File: src/vsc_pkg.sv
package vsc_pkg;
	localparam int WORD_W = 64;
	localparam int ELEM_N = 64;
	localparam int IDX_W = 6;
	localparam int CNT_W = 7;
	localparam int ADDR_W = 32;
	localparam int FU_LAT = 5;
	localparam logic [WORD_W-1:0] WORD_ZERO = 64'h0;
	localparam logic [CNT_W-1:0] CNT_ZERO = 7'h0;
	localparam logic [CNT_W-1:0] CNT_ONE = 7'h1;
	localparam logic [IDX_W-1:0] IDX_ZERO = 6'h0;
	localparam logic [IDX_W-1:0] IDX_ONE = 6'h1;
	localparam logic [IDX_W-1:0] IDX_LAST = 6'h3f;
	localparam logic [ADDR_W-1:0] ADDR_ZERO = 32'h0;
	localparam logic [FU_LAT-1:0] PIPE_ZERO = 5'h0;
	localparam logic [WORD_W-1:0] MASK_RST = 64'h0;
	localparam int SIGN_BIT = 63;
	// Operation select
	typedef enum logic [2:0] {
		VSC_OP_VV,
		VSC_OP_VS,
		VSC_OP_LOAD,
		VSC_OP_STORE,
		VSC_OP_GATHER,
		VSC_OP_SCATTER,
		VSC_OP_CIDX
	} vsc_op_e;
	// Compressed index test select
	typedef enum logic [1:0] {
		VSC_T_ZERO,
		VSC_T_NZ,
		VSC_T_POS,
		VSC_T_NEG
	} vsc_test_e;
	typedef enum logic [1:0] {
		VSC_IDLE,
		VSC_RUN,
		VSC_DRAIN
	} vsc_state_e;
endpackage : vsc_pkg

File: src/vsc_seq.sv
`timescale 1ns/1ps
module vsc_seq
	import vsc_pkg::*;
(
	input wire logic sys_clk,
	input wire logic nrst,
	input wire logic start,
	input wire vsc_op_e op_sel,
	input wire vsc_test_e test_sel,
	input wire logic merge_en,
	input wire logic [CNT_W-1:0] element_count_reg,
	input wire logic [WORD_W-1:0] scalar_operand,
	input wire logic [ADDR_W-1:0] base_address_reg,
	input wire logic [ADDR_W-1:0] addr_increment,
	input wire logic src_valid,
	input wire logic [WORD_W-1:0] first_source_vector,
	input wire logic [WORD_W-1:0] second_source_vector,
	input wire logic [WORD_W-1:0] index_vector_reg,
	input wire logic [WORD_W-1:0] fu_result,
	input wire logic chain_req,
	input wire logic mask_we,
	input wire logic [WORD_W-1:0] mask_wdata,
	output logic busy,
	output logic [IDX_W-1:0] src_elem,
	output logic fu_issue,
	output logic [WORD_W-1:0] fu_opa_ff,
	output logic [WORD_W-1:0] fu_opb_ff,
	output logic mem_req_ff,
	output logic mem_we_ff,
	output logic [ADDR_W-1:0] mem_addr_ff,
	output logic [WORD_W-1:0] mem_wdata_ff,
	output logic dst_we_ff,
	output logic [IDX_W-1:0] dst_elem_ff,
	output logic [WORD_W-1:0] dst_data_ff,
	output logic [CNT_W-1:0] written_cnt_ff,
	output logic chain_ok,
	output logic chain_full_ff,
	output logic [WORD_W-1:0] element_mask_reg
);
	vsc_state_e state_ff;
	vsc_op_e op_ff;
	vsc_test_e test_ff;
	logic merge_ff;
	logic [CNT_W-1:0] len_ff;
	logic [CNT_W-1:0] issued_ff;
	logic [WORD_W-1:0] scalar_ff;
	logic [ADDR_W-1:0] base_ff;
	logic [ADDR_W-1:0] incr_ff;
	logic [ADDR_W-1:0] addr_ff;
	logic [FU_LAT-1:0] pipe_v_ff;
	logic [IDX_W-1:0] pipe_i_ff [FU_LAT];
	logic [IDX_W-1:0] cidx_ff;
	logic [WORD_W-1:0] mask_ff;
	logic issue;
	logic last_issue;
	logic ret;
	logic [IDX_W-1:0] ret_idx;
	logic is_mem;
	logic cidx_hit;
	logic [WORD_W-1:0] nxt_mask;

	// Mask bit position of an element, MSB first
	function automatic logic [IDX_W-1:0] mask_pos(input logic [IDX_W-1:0] e);
		mask_pos = IDX_LAST - e;
	endfunction : mask_pos

	// Element address from base and a 64-bit index
	function automatic logic [ADDR_W-1:0] idx_addr(input logic [ADDR_W-1:0] b,
		input logic [WORD_W-1:0] i);
		idx_addr = b + i[ADDR_W-1:0];
	endfunction : idx_addr

	// Compressed index element test
	function automatic logic elem_test(input vsc_test_e t, input logic [WORD_W-1:0] w);
		unique case (t)
			VSC_T_ZERO: elem_test = (w == WORD_ZERO);
			VSC_T_NZ: elem_test = (w != WORD_ZERO);
			VSC_T_POS: elem_test = !w[SIGN_BIT] && (w != WORD_ZERO);
			VSC_T_NEG: elem_test = w[SIGN_BIT];
		endcase
	endfunction : elem_test

	// Source stalls when its element is not yet there, so a chained load paces us
	assign issue = (state_ff == VSC_RUN) && src_valid;
	assign last_issue = issue && (issued_ff + CNT_ONE == len_ff);
	assign busy = (state_ff != VSC_IDLE);
	assign src_elem = issued_ff[IDX_W-1:0];
	assign fu_issue = issue && ((op_ff == VSC_OP_VV) || (op_ff == VSC_OP_VS));
	assign is_mem = (op_ff == VSC_OP_LOAD) || (op_ff == VSC_OP_STORE)
		|| (op_ff == VSC_OP_GATHER) || (op_ff == VSC_OP_SCATTER);
	assign ret = pipe_v_ff[FU_LAT-1];
	assign ret_idx = pipe_i_ff[FU_LAT-1];
	// Consumer may follow any element already written
	assign chain_ok = busy && (written_cnt_ff != CNT_ZERO || dst_we_ff);
	assign cidx_hit = elem_test(test_ff, first_source_vector);
	assign element_mask_reg = mask_ff;

	// Sequencer state
	always_ff @(posedge sys_clk)
	begin
		if (!nrst)
			state_ff <= VSC_IDLE;
		else
			unique case (state_ff)
				VSC_IDLE: if (start)
					state_ff <= (element_count_reg == CNT_ZERO) ? VSC_IDLE : VSC_RUN;
				VSC_RUN: if (last_issue)
					state_ff <= VSC_DRAIN;
				VSC_DRAIN: if (pipe_v_ff == PIPE_ZERO)
					state_ff <= VSC_IDLE;
			endcase
	end

	// Instruction context captured at start; scalar held for broadcast
	always_ff @(posedge sys_clk)
	begin
		if (!nrst)
		begin
			op_ff <= VSC_OP_VV;
			test_ff <= VSC_T_ZERO;
			merge_ff <= 1'b0;
			len_ff <= CNT_ZERO;
			scalar_ff <= WORD_ZERO;
			base_ff <= ADDR_ZERO;
			incr_ff <= ADDR_ZERO;
		end
		else if (start && state_ff == VSC_IDLE)
		begin
			op_ff <= op_sel;
			test_ff <= test_sel;
			merge_ff <= merge_en;
			len_ff <= element_count_reg;
			scalar_ff <= scalar_operand;
			base_ff <= base_address_reg;
			incr_ff <= addr_increment;
		end
	end

	// Element issue counter
	always_ff @(posedge sys_clk)
	begin
		if (!nrst)
			issued_ff <= CNT_ZERO;
		else if (start && state_ff == VSC_IDLE)
			issued_ff <= CNT_ZERO;
		else if (issue)
			issued_ff <= issued_ff + CNT_ONE;
	end

	// Operands into the unit; vector-scalar sends the held scalar each time
	always_ff @(posedge sys_clk)
	begin
		if (!nrst)
		begin
			fu_opa_ff <= WORD_ZERO;
			fu_opb_ff <= WORD_ZERO;
		end
		else if (fu_issue)
		begin
			fu_opa_ff <= first_source_vector;
			fu_opb_ff <= (op_ff == VSC_OP_VS) ? scalar_ff : second_source_vector;
		end
	end

	// Fixed-latency tracking of element indices through the unit or memory path
	always_ff @(posedge sys_clk)
	begin
		if (!nrst)
		begin
			pipe_v_ff <= PIPE_ZERO;
			for (int k = 0; k < FU_LAT; k++)
				pipe_i_ff[k] <= IDX_ZERO;
		end
		else
		begin
			pipe_v_ff <= {pipe_v_ff[FU_LAT-2:0], issue && (op_ff != VSC_OP_STORE)
				&& (op_ff != VSC_OP_SCATTER) && (op_ff != VSC_OP_CIDX)};
			pipe_i_ff[0] <= issued_ff[IDX_W-1:0];
			for (int k = 1; k < FU_LAT; k++)
				pipe_i_ff[k] <= pipe_i_ff[k-1];
		end
	end

	// Memory addressing: strided or base plus index
	always_ff @(posedge sys_clk)
	begin
		if (!nrst)
		begin
			mem_req_ff <= 1'b0;
			mem_we_ff <= 1'b0;
			mem_addr_ff <= ADDR_ZERO;
			mem_wdata_ff <= WORD_ZERO;
			addr_ff <= ADDR_ZERO;
		end
		else
		begin
			mem_req_ff <= issue && is_mem;
			mem_we_ff <= issue && ((op_ff == VSC_OP_STORE) || (op_ff == VSC_OP_SCATTER));
			if (start && state_ff == VSC_IDLE)
				addr_ff <= base_address_reg;
			else if (issue && is_mem)
			begin
				unique case (op_ff)
					VSC_OP_GATHER, VSC_OP_SCATTER:
						mem_addr_ff <= idx_addr(base_ff, index_vector_reg);
					default:
					begin
						mem_addr_ff <= addr_ff;
						addr_ff <= addr_ff + incr_ff;
					end
				endcase
				mem_wdata_ff <= first_source_vector;
			end
		end
	end

	// Destination writes; merge writes zero where mask bit is clear
	always_ff @(posedge sys_clk)
	begin
		if (!nrst)
		begin
			dst_we_ff <= 1'b0;
			dst_elem_ff <= IDX_ZERO;
			dst_data_ff <= WORD_ZERO;
			cidx_ff <= IDX_ZERO;
		end
		else
		begin
			dst_we_ff <= ret || (issue && op_ff == VSC_OP_CIDX && cidx_hit);
			if (start && state_ff == VSC_IDLE)
				cidx_ff <= IDX_ZERO;
			if (ret)
			begin
				dst_elem_ff <= ret_idx;
				dst_data_ff <= (merge_ff && !mask_ff[mask_pos(ret_idx)])
					? WORD_ZERO : fu_result;
			end
			else if (issue && op_ff == VSC_OP_CIDX && cidx_hit)
			begin
				dst_elem_ff <= cidx_ff;
				dst_data_ff <= {{(WORD_W-IDX_W){1'b0}}, issued_ff[IDX_W-1:0]};
				cidx_ff <= cidx_ff + IDX_ONE;
			end
		end
	end

	// Written count and chaining class
	always_ff @(posedge sys_clk)
	begin
		if (!nrst)
		begin
			written_cnt_ff <= CNT_ZERO;
			chain_full_ff <= 1'b0;
		end
		else if (start && state_ff == VSC_IDLE)
		begin
			written_cnt_ff <= CNT_ZERO;
			chain_full_ff <= 1'b0;
		end
		else
		begin
			if (dst_we_ff)
				written_cnt_ff <= written_cnt_ff + CNT_ONE;
			if (chain_req && dst_we_ff && written_cnt_ff == CNT_ZERO)
				chain_full_ff <= 1'b1;
		end
	end

	// Mask: software write, else test result per element
	always_comb
	begin
		nxt_mask = mask_ff;
		if (issue && op_ff == VSC_OP_CIDX)
			nxt_mask[mask_pos(issued_ff[IDX_W-1:0])] = cidx_hit;
		else if (mask_we && !busy)
			nxt_mask = mask_wdata;
	end

	always_ff @(posedge sys_clk)
	begin
		if (!nrst)
			mask_ff <= MASK_RST;
		else
			mask_ff <= nxt_mask;
	end

	AST_STOP_AT_COUNT: assert property (@(posedge sys_clk) disable iff (!nrst)
		last_issue |=> state_ff != VSC_RUN)
		else $error("run continued past element count");
	AST_LATENCY: assert property (@(posedge sys_clk) disable iff (!nrst)
		(issue && op_ff inside {VSC_OP_VV, VSC_OP_VS, VSC_OP_LOAD, VSC_OP_GATHER}) |-> ##5 ret)
		else $error("result latency wrong");
	AST_VS_BCAST: assert property (@(posedge sys_clk) disable iff (!nrst)
		(fu_issue && op_ff == VSC_OP_VS) |=> fu_opb_ff == scalar_ff)
		else $error("scalar not broadcast");
	AST_STRIDE: assert property (@(posedge sys_clk) disable iff (!nrst)
		(issue && op_ff == VSC_OP_LOAD) |=> addr_ff == $past(addr_ff) + incr_ff)
		else $error("stride step wrong");
	AST_GATHER_ADDR: assert property (@(posedge sys_clk) disable iff (!nrst)
		(issue && op_ff == VSC_OP_GATHER) |=> mem_req_ff && !mem_we_ff
		&& mem_addr_ff == base_ff + $past(index_vector_reg[ADDR_W-1:0]))
		else $error("gather address wrong");
	AST_SCATTER_WR: assert property (@(posedge sys_clk) disable iff (!nrst)
		(issue && op_ff == VSC_OP_SCATTER) |=> mem_we_ff
		&& mem_wdata_ff == $past(first_source_vector))
		else $error("scatter write wrong");
	AST_CIDX_MASK: assert property (@(posedge sys_clk) disable iff (!nrst)
		(issue && op_ff == VSC_OP_CIDX && test_ff == VSC_T_NZ)
		|=> mask_ff[IDX_LAST - $past(issued_ff[IDX_W-1:0])]
		== ($past(first_source_vector) != WORD_ZERO))
		else $error("compressed index mask bit wrong");
	AST_STALL_HOLD: assert property (@(posedge sys_clk) disable iff (!nrst)
		(state_ff == VSC_RUN && !src_valid) |=> $stable(issued_ff))
		else $error("issued without source data");
	AST_SEQ_DST: assert property (@(posedge sys_clk) disable iff (!nrst)
		(ret && op_ff == VSC_OP_VV) |=> dst_we_ff && dst_elem_ff == $past(ret_idx))
		else $error("destination element out of order");
endmodule : vsc_seq

File: config.mk
export PLATFORM = sky130hd
export DESIGN_NAME = vsc_seq
export DESIGN_NICKNAME = d
export VERILOG_FILES = /design/src/vsc_pkg.sv /design/src/vsc_seq.sv
export SDC_FILE = /design/constraint.sdc
export NUM_CORES = 1
export LEC_CHECK = 0
export ABC_AREA = 1
export BUFFER_PORTS_ARGS = -buffer_cell sky130_fd_sc_hd__buf_2
export CAP_MARGIN = 20
export CORE_AREA = 3 3 332 334
export CTS_CLUSTER_DIAMETER = 200
export DETAILED_ROUTE_END_ITERATION = 10
export DIE_AREA = 0 0 335 337
export GPL_TIMING_DRIVEN = 1
export PLACE_DENSITY = 0.52
export SETUP_SLACK_MARGIN = 0.05
export SYNTH_ARGS = -nofsm -noshare
export SYNTH_HDL_FRONTEND = slang
export SYNTH_SLANG_ARGS = --single-unit
File: constraint.sdc
create_clock -name sys_clk -period 2.1 [get_ports sys_clk]
set_input_delay 0.21 -clock sys_clk [delete_from_list [all_inputs] [get_ports sys_clk]]
set_output_delay 0.21 -clock sys_clk [all_outputs]
set_load 0.01 [all_outputs]
==> results of run 1 <==
## through the flow
| step | power (mW) | std cells | TNS, ns | util [%] | hold slack [ns] |
|---|---|---|---|---|---|
| floorplan | 22.7 | 3947 | 0 | - | 0.341 |
| CTS | 43.0 | 6717 | -0.0745 | 39.1 | 0.00121 |
| global route | 46.4 | 6743 | -0.720 | 40.4 | 0.0237 |
| finish | 43.9 | 6745 | 0 | 40.4 | 0.0646 |
| global placement | 28.8 | 6166 | -34.06 | 32.6 | 0.395 |
| detailed placement | 28.9 | 6166 | -38.10 | 32.6 | 0.395 |
## metal layers
layer / wire length (um) / vias to the layer above
met3: 9440 / 294
met5: 31 / -
met2: 62500 / 1329
met4: 6310 / 6
met1: 53300 / 15300
li1: - / 16000
## worst max-delay path by stage
| stage | slack, ns | start | endpoint |
|---|---|---|---|
| after floorplan | 0.11 | addr_ff[0] | addr_ff[26] |
| after global placement | -0.30 | first_source_vector[36] | dst_data_ff[51] |
| after detailed placement | -0.34 | first_source_vector[36] | dst_data_ff[20] |
| after CTS | -0.05 | addr_ff[0] | addr_ff[30] |
| after global routing | -0.10 | addr_ff[0] | addr_ff[24] |
| final | 0.002 | addr_ff[0] | addr_ff[24] |
## report_power, final
part	internal, mW	switching (mW)
clock	7.72	5.27
sequential	13.3	1.64
combinational	6.45	9.48
## cell families (layout without fill, tap and decap cells)
kind of cell               count (synthesis)  in the layout
adders and majority gates                 71             71
buffers and inverters                    459           1847
xor gates and xnor gates                  22             22
DFF                                      592            592
AOI/OAI and AO/OA                       1049           1049
and+or+nand+nor                         1754           1754
other                                      0              7
## worst reg2reg max path, cell delays in order (launching register included)
cell      delay (ns)
dfxtp_2         0.35
ha_4            0.13
inv_2           0.04
fa_2            0.34
inv_2           0.07
nand2_2         0.07
o21ai_4         0.18
buf_6           0.14
a21o_1          0.19
nand2_1         0.12
nand3b_1        0.11
nand3_1         0.13
a21oi_1         0.16
## timing repair
action,4_1_cts,5_1_grt
hold buffers,395,0
hold endpoints to repair,502,0
cloned,4,7
setup buffers,23,14
setup endpoints to repair,203,339
resized for setup,65,274
pin swaps,18,45
## cell usage after synthesis, types with 7 or more instances
library cell  count
nor2_1          661
nor3_1           50
a31oi_1          21
buf_4            14
a21oi_2          10
o22ai_1          66
inv_1           185
nand3b_1         13
buf_1            13
dfxtp_1         592
o21bai_1          8
a21oi_1         367
o21a_1           34
inv_2            12
clkbuf_1        173
a21o_1            7
nand4_1          11
nand3_2          20
ha_1             69
nand3_1         324
xor2_1           17
o21ai_0         463
o211ai_1         30
buf_2            42
nand2_1         641
buf_6            12
o21ai_1          34
## final cells by class
cell class	instances	area (um2)	area share, %
antenna	7	17.5	0.0404
clock buffer	106	2170	5.02
clock inverter	24	294	0.679
inverter	202	800	1.84
multi-input combinational	2896	15300	35.3
sequential	592	11900	27.4
tap	1403	1760	4.05
timing repair buffer	1515	11100	25.7
==> metrics.md, run 1 <==
| Metric | Value |
|---|---|
| Maxcap violations | 0 |
| First-pass GRT wire length | 190 mm |
| YS warnings | 0 |
| Worst rel slew slack | 57.1% |
| Synthesized area | 28000 um2 |
| Synth Instances | 3947 |
| Initial cell density of the core | between 20% and 30% |
| Critical Path Sink Type | flop |
| RSZ-0062 raised after global routing | true |
| Pre-CTS WS | -0.341 ns |
| Synth Area in Adders | under 10% |
| GRT Total Usage | between 20% and 30% |
| Initial antenna violation count | 12 |
| FF-to-FF path depth | 12 |
| Crit Path Max Fanout | 3 |
| Total die area | 113000 um2 |
| Post-synthesis sequential area ratio | 42.4% |
| H-tree Lvls | 3 |
| Highest-count cells in the layout ignoring fill and taps | 809 x buf_2, 635 x nor2_1, 596 x nand2_1 |
| Final hold violation count | 0 |
| Leading area contributor after synthesis | dfxtp_1 |
| Most frequent CP cell | inv_2 |
| Net Count, Synth | 4485 |
| Buf/Inv on CP | 3 |
| Leak | 19.7 nW |
| Worst hold stages | 3 |
| Syn_area_per_cell | ~7.1 um2 |
| Final setup violation count | 0 |
| Initial detailed-routing violation count | between 2000 and 2500 |
| Reg-to-Reg End | addr_ff[24] |
| Largest family of logic cells by synthesized area | simple AND/OR/NAND/NOR gates |
| Fin nets | 5818 |
| Power Density | 1010 nW/um2 |
| Area Growth Syn to Fin | 55.0% |
| Drt total wl | 132 mm |
| Die Width | 335 um |
| Layout fillers | 11100 |
| Drc violations | 0 |
| Critical path's largest stage delay | ~0.35 ns |
| Post-synth EDFFs | 0 |
| Clock sink total | ~590 |
| Slew Limit Fails | 0 |
| Later-pin clock latency in the skew report | between 0.6 and 0.7 ns |
| Final std cell area, no fill | 43300 um2 |
| R2r setup slk | just over 0.002 ns |
| Most common cell after layout, fill and taps aside | buf_2 |
| Startpoint Class | flop |
| Detail Route Antenna Nets | 0 |
| GPL Wtd Cong | ~0.93 |
| Crit-path cells | ha_4 > inv_2 > fa_2 > inv_2 > nand2_2 > o21ai_4 > buf_6 > a21o_1 > nand2_1 > nand3b_1 > nand3_1 > a21oi_1 |
| Synth Flop Type | dfxtp_1 |
| Final worst slack | 0.00201 ns |
| Met3 usage | 4.29% |
| Congestion Overflow GR | 0 |
| Complex-gate fraction of the synthesized area | between 20% and 30% |
| Vias in the first global route | roughly 31000 |
| Post-synthesis register bit count | 592 |
| Setup Skew | 0.0331 ns |
| Post-synthesis xor/xnor area fraction | 0.689% |
| Layout cells sized above 1 | 28.9% |
| Inserted Clock Buffers | 73 |
| CP arrival | 2.65 ns |
| GRT met2 Usage | 36.9% |
| Via count | 32900 |
| HP Class | in -> reg |
| Dpl cell area | 35000 um2 |
| Setup Crit Path Kind | reg -> reg |
| WP depth | 12 |
| Max Root-Sink Buffers | 3 |
| Max VDD drop | 0.000526 V |
| CTS tree | built |
| Die span in y | 337 um |
| Largest net degree at the start of global routing | 99 |
| Crit path max-delay family | compound AO/OA/AOI/OAI gates |
| Core Area | 107000 um2 |
| TritonRoute pass-1 iters | 5 |
| Synth unique cells | 48 |
| Hold path startpoint | addr_increment[10] |
| Status | completed |
| Post-Synth Simple-Gate Area | 26.6% |
| Period utilization | around 100% |
| Yosys top cell area share | 42.4% |
| CP required | approximately 2.7 ns |
| Minimum clock period | about 2.1 ns |
| Dpl hpwl | 94.9 mm |
| I/O pin count | between 800 and 900 |
| Top cells by area, synth | dfxtp_1 42%, nor2_1 8.9%, nand2_1 8.6% |
| Core Rows | 120 |
| Gr busiest metal | met2 |
| Fmax | 477 MHz |
| Critical path's slowest cell | dfxtp_2 |
| M1 GR Usage | 26.2% |
| WHS Endpoint | incr_ff[10] |
| Mean number of vias per cell | 4.87 |
| Reg clk slew, reported paths | 0.06 ns |
| Root Driver | clkbuf_16 |
| Post-synth ARST share | 0% |
| Avg WL per Cell | 19.5 um |
| R2R Path Start | addr_ff[0] |
| IO Port Bufs | 812 |
| Post-synthesis mux area share | 0% |
| Worst Max-Slew Pin Slew | 0.643 ns |
No activity file was read; power rests on OpenSTA's default activity.
==> run 2, diff against run 1 <==
--- a/config.mk
+++ b/config.mk
@@ -8,10 +8,11 @@
 export ABC_AREA = 1
 export BUFFER_PORTS_ARGS = -buffer_cell sky130_fd_sc_hd__buf_2
 export CAP_MARGIN = 20
-export CORE_AREA = 3 3 332 334
+export CORE_AREA = 3 3 329 331
+export CTS_BUF_LIST = sky130_fd_sc_hd__clkbuf_4
 export CTS_CLUSTER_DIAMETER = 200
 export DETAILED_ROUTE_END_ITERATION = 10
-export DIE_AREA = 0 0 335 337
+export DIE_AREA = 0 0 332 334
 export GPL_TIMING_DRIVEN = 1
 export PLACE_DENSITY = 0.52
 export SETUP_SLACK_MARGIN = 0.05
==> run 2 against run 1 <==
- worst hold slack got worse by 0.014 ns
- sequential power barely moved
- total power barely moved
- largest cell class unchanged
- sequential share of layout area fell by 3.2 points
- critical path depth fell by 4
- the flow now finishes with violations (setup timing)
- maximum frequency fell by 13%
- clock power fell by 17%
- highest routed layer unchanged
- die area fell by 1.8%
- count of clock-buffer cells in the layout rose by 134
==> metrics.md, run 2 (synthesized netlist as in run 1, its figures left out) <==
| Metric | Value |
|---|---|
| Status | finished, violations left |
| Failing checks | setup timing |
| Final worst slack | -0.303 ns (-0.305 ns) |
| Initial cell density of the core | 26.5% (+0.44 points) |
| Clock sink total | 592 (unchanged) |
| Highest-count cells in the layout ignoring fill and taps | 819 x dlygate4sd3_1, 809 x buf_2, 641 x nor2_1 |
| Slew Limit Fails | 0 (unchanged) |
| Leak | 22.2 nW (+12%) |
| Dpl cells | 6189 (+0.37%) |
| Startpoint Class | flop |
| Power Density | 893 nW/um2 (-12%) |
| Worst Max-Slew Pin Slew | 0.681 ns (+0.0382 ns) |
| Max Root-Sink Buffers | 3 (unchanged) |
| RSZ-0062 raised after global routing | true |
| Minimum clock period | 2.40 ns (+0.305 ns) |
| Congestion Overflow GR | 0 (unchanged) |
| CP required | 1.89 ns (-0.77 ns) |
| Pre-CTS WS | -0.346 ns (-0.00523 ns) |
| Setup Crit Path Kind | reg -> out |
| Core Area | 105000 um2 (-1.7%) |
| CTS tree | built |
| Die span in y | 334 um (-0.89%) |
| CP arrival | 2.19 ns (-0.46 ns) |
| I/O pin count | 845 (unchanged) |
| Initial detailed-routing violation count | 2306 (+4.1%) |
| Later-pin clock latency in the skew report | 1.04 ns (+0.41 ns) |
| Fmax | 416 MHz (-13%) |
| Maxcap violations | 0 (unchanged) |
| GRT Total Usage | 23.8% (+2.2 points) |
| Final hold violation count | 0 (unchanged) |
| Via count | 36200 (+10%) |
| Total die area | 111000 um2 (-1.8%) |
| Register area | 11900 um2 (+0.18%) |
| Period utilization | 114% (+15 points) |
| Setup Skew | 0.0852 ns (+0.0521 ns) |
| Inserted Clock Buffers | 172 (+140%) |
| HP Class | in -> reg |
| Fin nets | 6402 (+10%) |
| Reg clk slew, reported paths | 0.06 ns (about the same) |
| Critical Path Sink Type | output pin |
| Die Width | 332 um (-0.90%) |
| Largest net degree at the start of global routing | 130 (+31%) |
| Vias in the first global route | 35500 (+13%) |
| Root Driver | clkbuf_4 |
| Core Rows | 119 (-0.83%) |
| Drt total wl | 142 mm (+8.2%) |
| Most common cell after layout, fill and taps aside | dlygate4sd3_1 |
| H-tree Lvls | 4 (+1) |
| Multi-input gate area | 16300 um2 (+7.0%) |
| Worst rel slew slack | 54.5% (-2.6 points) |
| Initial antenna violation count | 13 (+1) |
| Critical path's slowest cell | dfxtp_2 |
| Final setup violation count | 62 (+62) |
| Drc violations | 0 (unchanged) |
| GPL Wtd Cong | 0.922 (-0.71%) |
| Dpl hpwl | 94.5 mm (-0.43%) |
| Layout fillers | 10200 (-7.6%) |
| First-pass GRT wire length | 208 mm (+9.5%) |
| Crit path max-delay family | buffers and inverters |
| Crit Path Max Fanout | 3 (unchanged) |
| Post-route insts no fill | 7387 (+9.5%) |
| Layout cells sized above 1 | 32.3% (+3.4 points) |
| Crit-path cells | inv_4 > ha_4 > nand2_4 > buf_6 > nor2_4 > buf_12 > buf_16 > buf_6 |
| TritonRoute pass-1 iters | 6 (+1) |
| Max VDD drop | 0.000522 V (-0.71%) |
| Detail Route Antenna Nets | 0 (unchanged) |
| Buf/Inv on CP | 5 (+2) |
| Area Growth Syn to Fin | 75.6% |
| Avg WL per Cell | 19.3 um (-1.2%) |
| Critical path's largest stage delay | 0.33 ns (-0.02 ns) |
| Most frequent CP cell | buf_6 |
| Final core utilization | 46.6% (+6.2 points) |
| IO Port Bufs | 812 (unchanged) |
| Mean number of vias per cell | 4.91 (+0.70%) |
[run 2: changes by cell type in the layout (fill, tap and decap cells not counted), moves of 18 or more]
cell | previous run | this run
a21oi_1 | 315 | 273
a21oi_2 | 60 | 102
buf_4 | 240 | 266
clkbuf_16 | 80 | 5
clkbuf_4 | 0 | 240
clkbuf_8 | 18 | 0
clkinv_1 | 2 | 34
dlygate4sd3_1 | 395 | 819
nand2_1 | 596 | 549
nand2_2 | 36 | 69
nand3_1 | 305 | 216
nand3_2 | 37 | 95
nand3_4 | 5 | 37
[run 2: per-stage QoR]
stage                     power (mW)  hold slack, ns  area, um2  setup TNS (ns)
final                           43.9          0.0507      49100           -3.31
after detailed placement        29.4           0.396      35400          -39.85
after global placement          29.3           0.393      35400          -41.07
after floorplan                 22.7           0.341      28000               0
after CTS                       42.5          -0.170      47000           -1.70
after global routing            46.6         -0.0866      49100           -8.78
[run 2: final timing paths]
path	startpoint	to	slack, ns	cells after the start
setup reg to reg	pipe_i_ff[0][24]	dst_data_ff[13]	-0.10	17
setup / recovery	state_ff[1]	fu_issue	-0.30	8
hold / removal	src_valid	element_mask_reg[5]	0.05	9
hold reg to reg	pipe_i_ff[0][21]	pipe_i_ff[0][27]	0.35	2
[run 2: repair_timing]
item                                   CTS  global route
setup endpoints to repair              197           240
buffers inserted                        31            25
pin swaps                               40           147
hold buffers                           821             2
endpoints found under the hold margin  582            23
gates resized for setup                206           414
gates cloned                            13             5
[run 2: layout make-up]
| type | count | share of cell area [%] |
|---|---|---|
| antenna | 18 | 0.0917 |
| clock buffer | 240 | 3.67 |
| clock inverter | 48 | 0.540 |
| inverter | 202 | 1.66 |
| multi-input combinational | 2897 | 33.3 |
| sequential | 592 | 24.2 |
| tap | 1391 | 3.54 |
| timing repair buffer | 1999 | 33.0 |
[run 2: per-layer routing]
metal	share of wire [%]	global-route usage [%]	wire, um	vias up
met4	5.4	12.3	7630	2
met1	40	27.9	56300	17000
met5	0.0049	0	7	-
li1	-	-	-	17200
met3	7.2	5.65	10200	407
met2	48	40.7	68200	1627
[run 2: power breakdown]
group	switching [mW]	internal, mW	total [mW]	leakage, nW
clock	5.39	5.40	10.8	1.23
sequential	1.67	13.3	15.0	4.84
combinational	10.2	7.92	18.1	16.1
total	17.3	26.6	43.9	22.2
[run 2: worst register-to-register path: stages, from the launching register on]
cell and delay (ns):
dfxtp_2 0.32, buf_6 0.12, inv_8 0.07, buf_6 0.12, buf_12 0.15, nand2_4 0.06
nand3_2 0.06, nand3_2 0.08, nand2_2 0.11, nand2_2 0.06, nand3_2 0.08, nand3_2 0.09
nand3_4 0.16, buf_6 0.14, buf_16 0.15, buf_8 0.14, nand3_4 0.07, a21oi_2 0.15
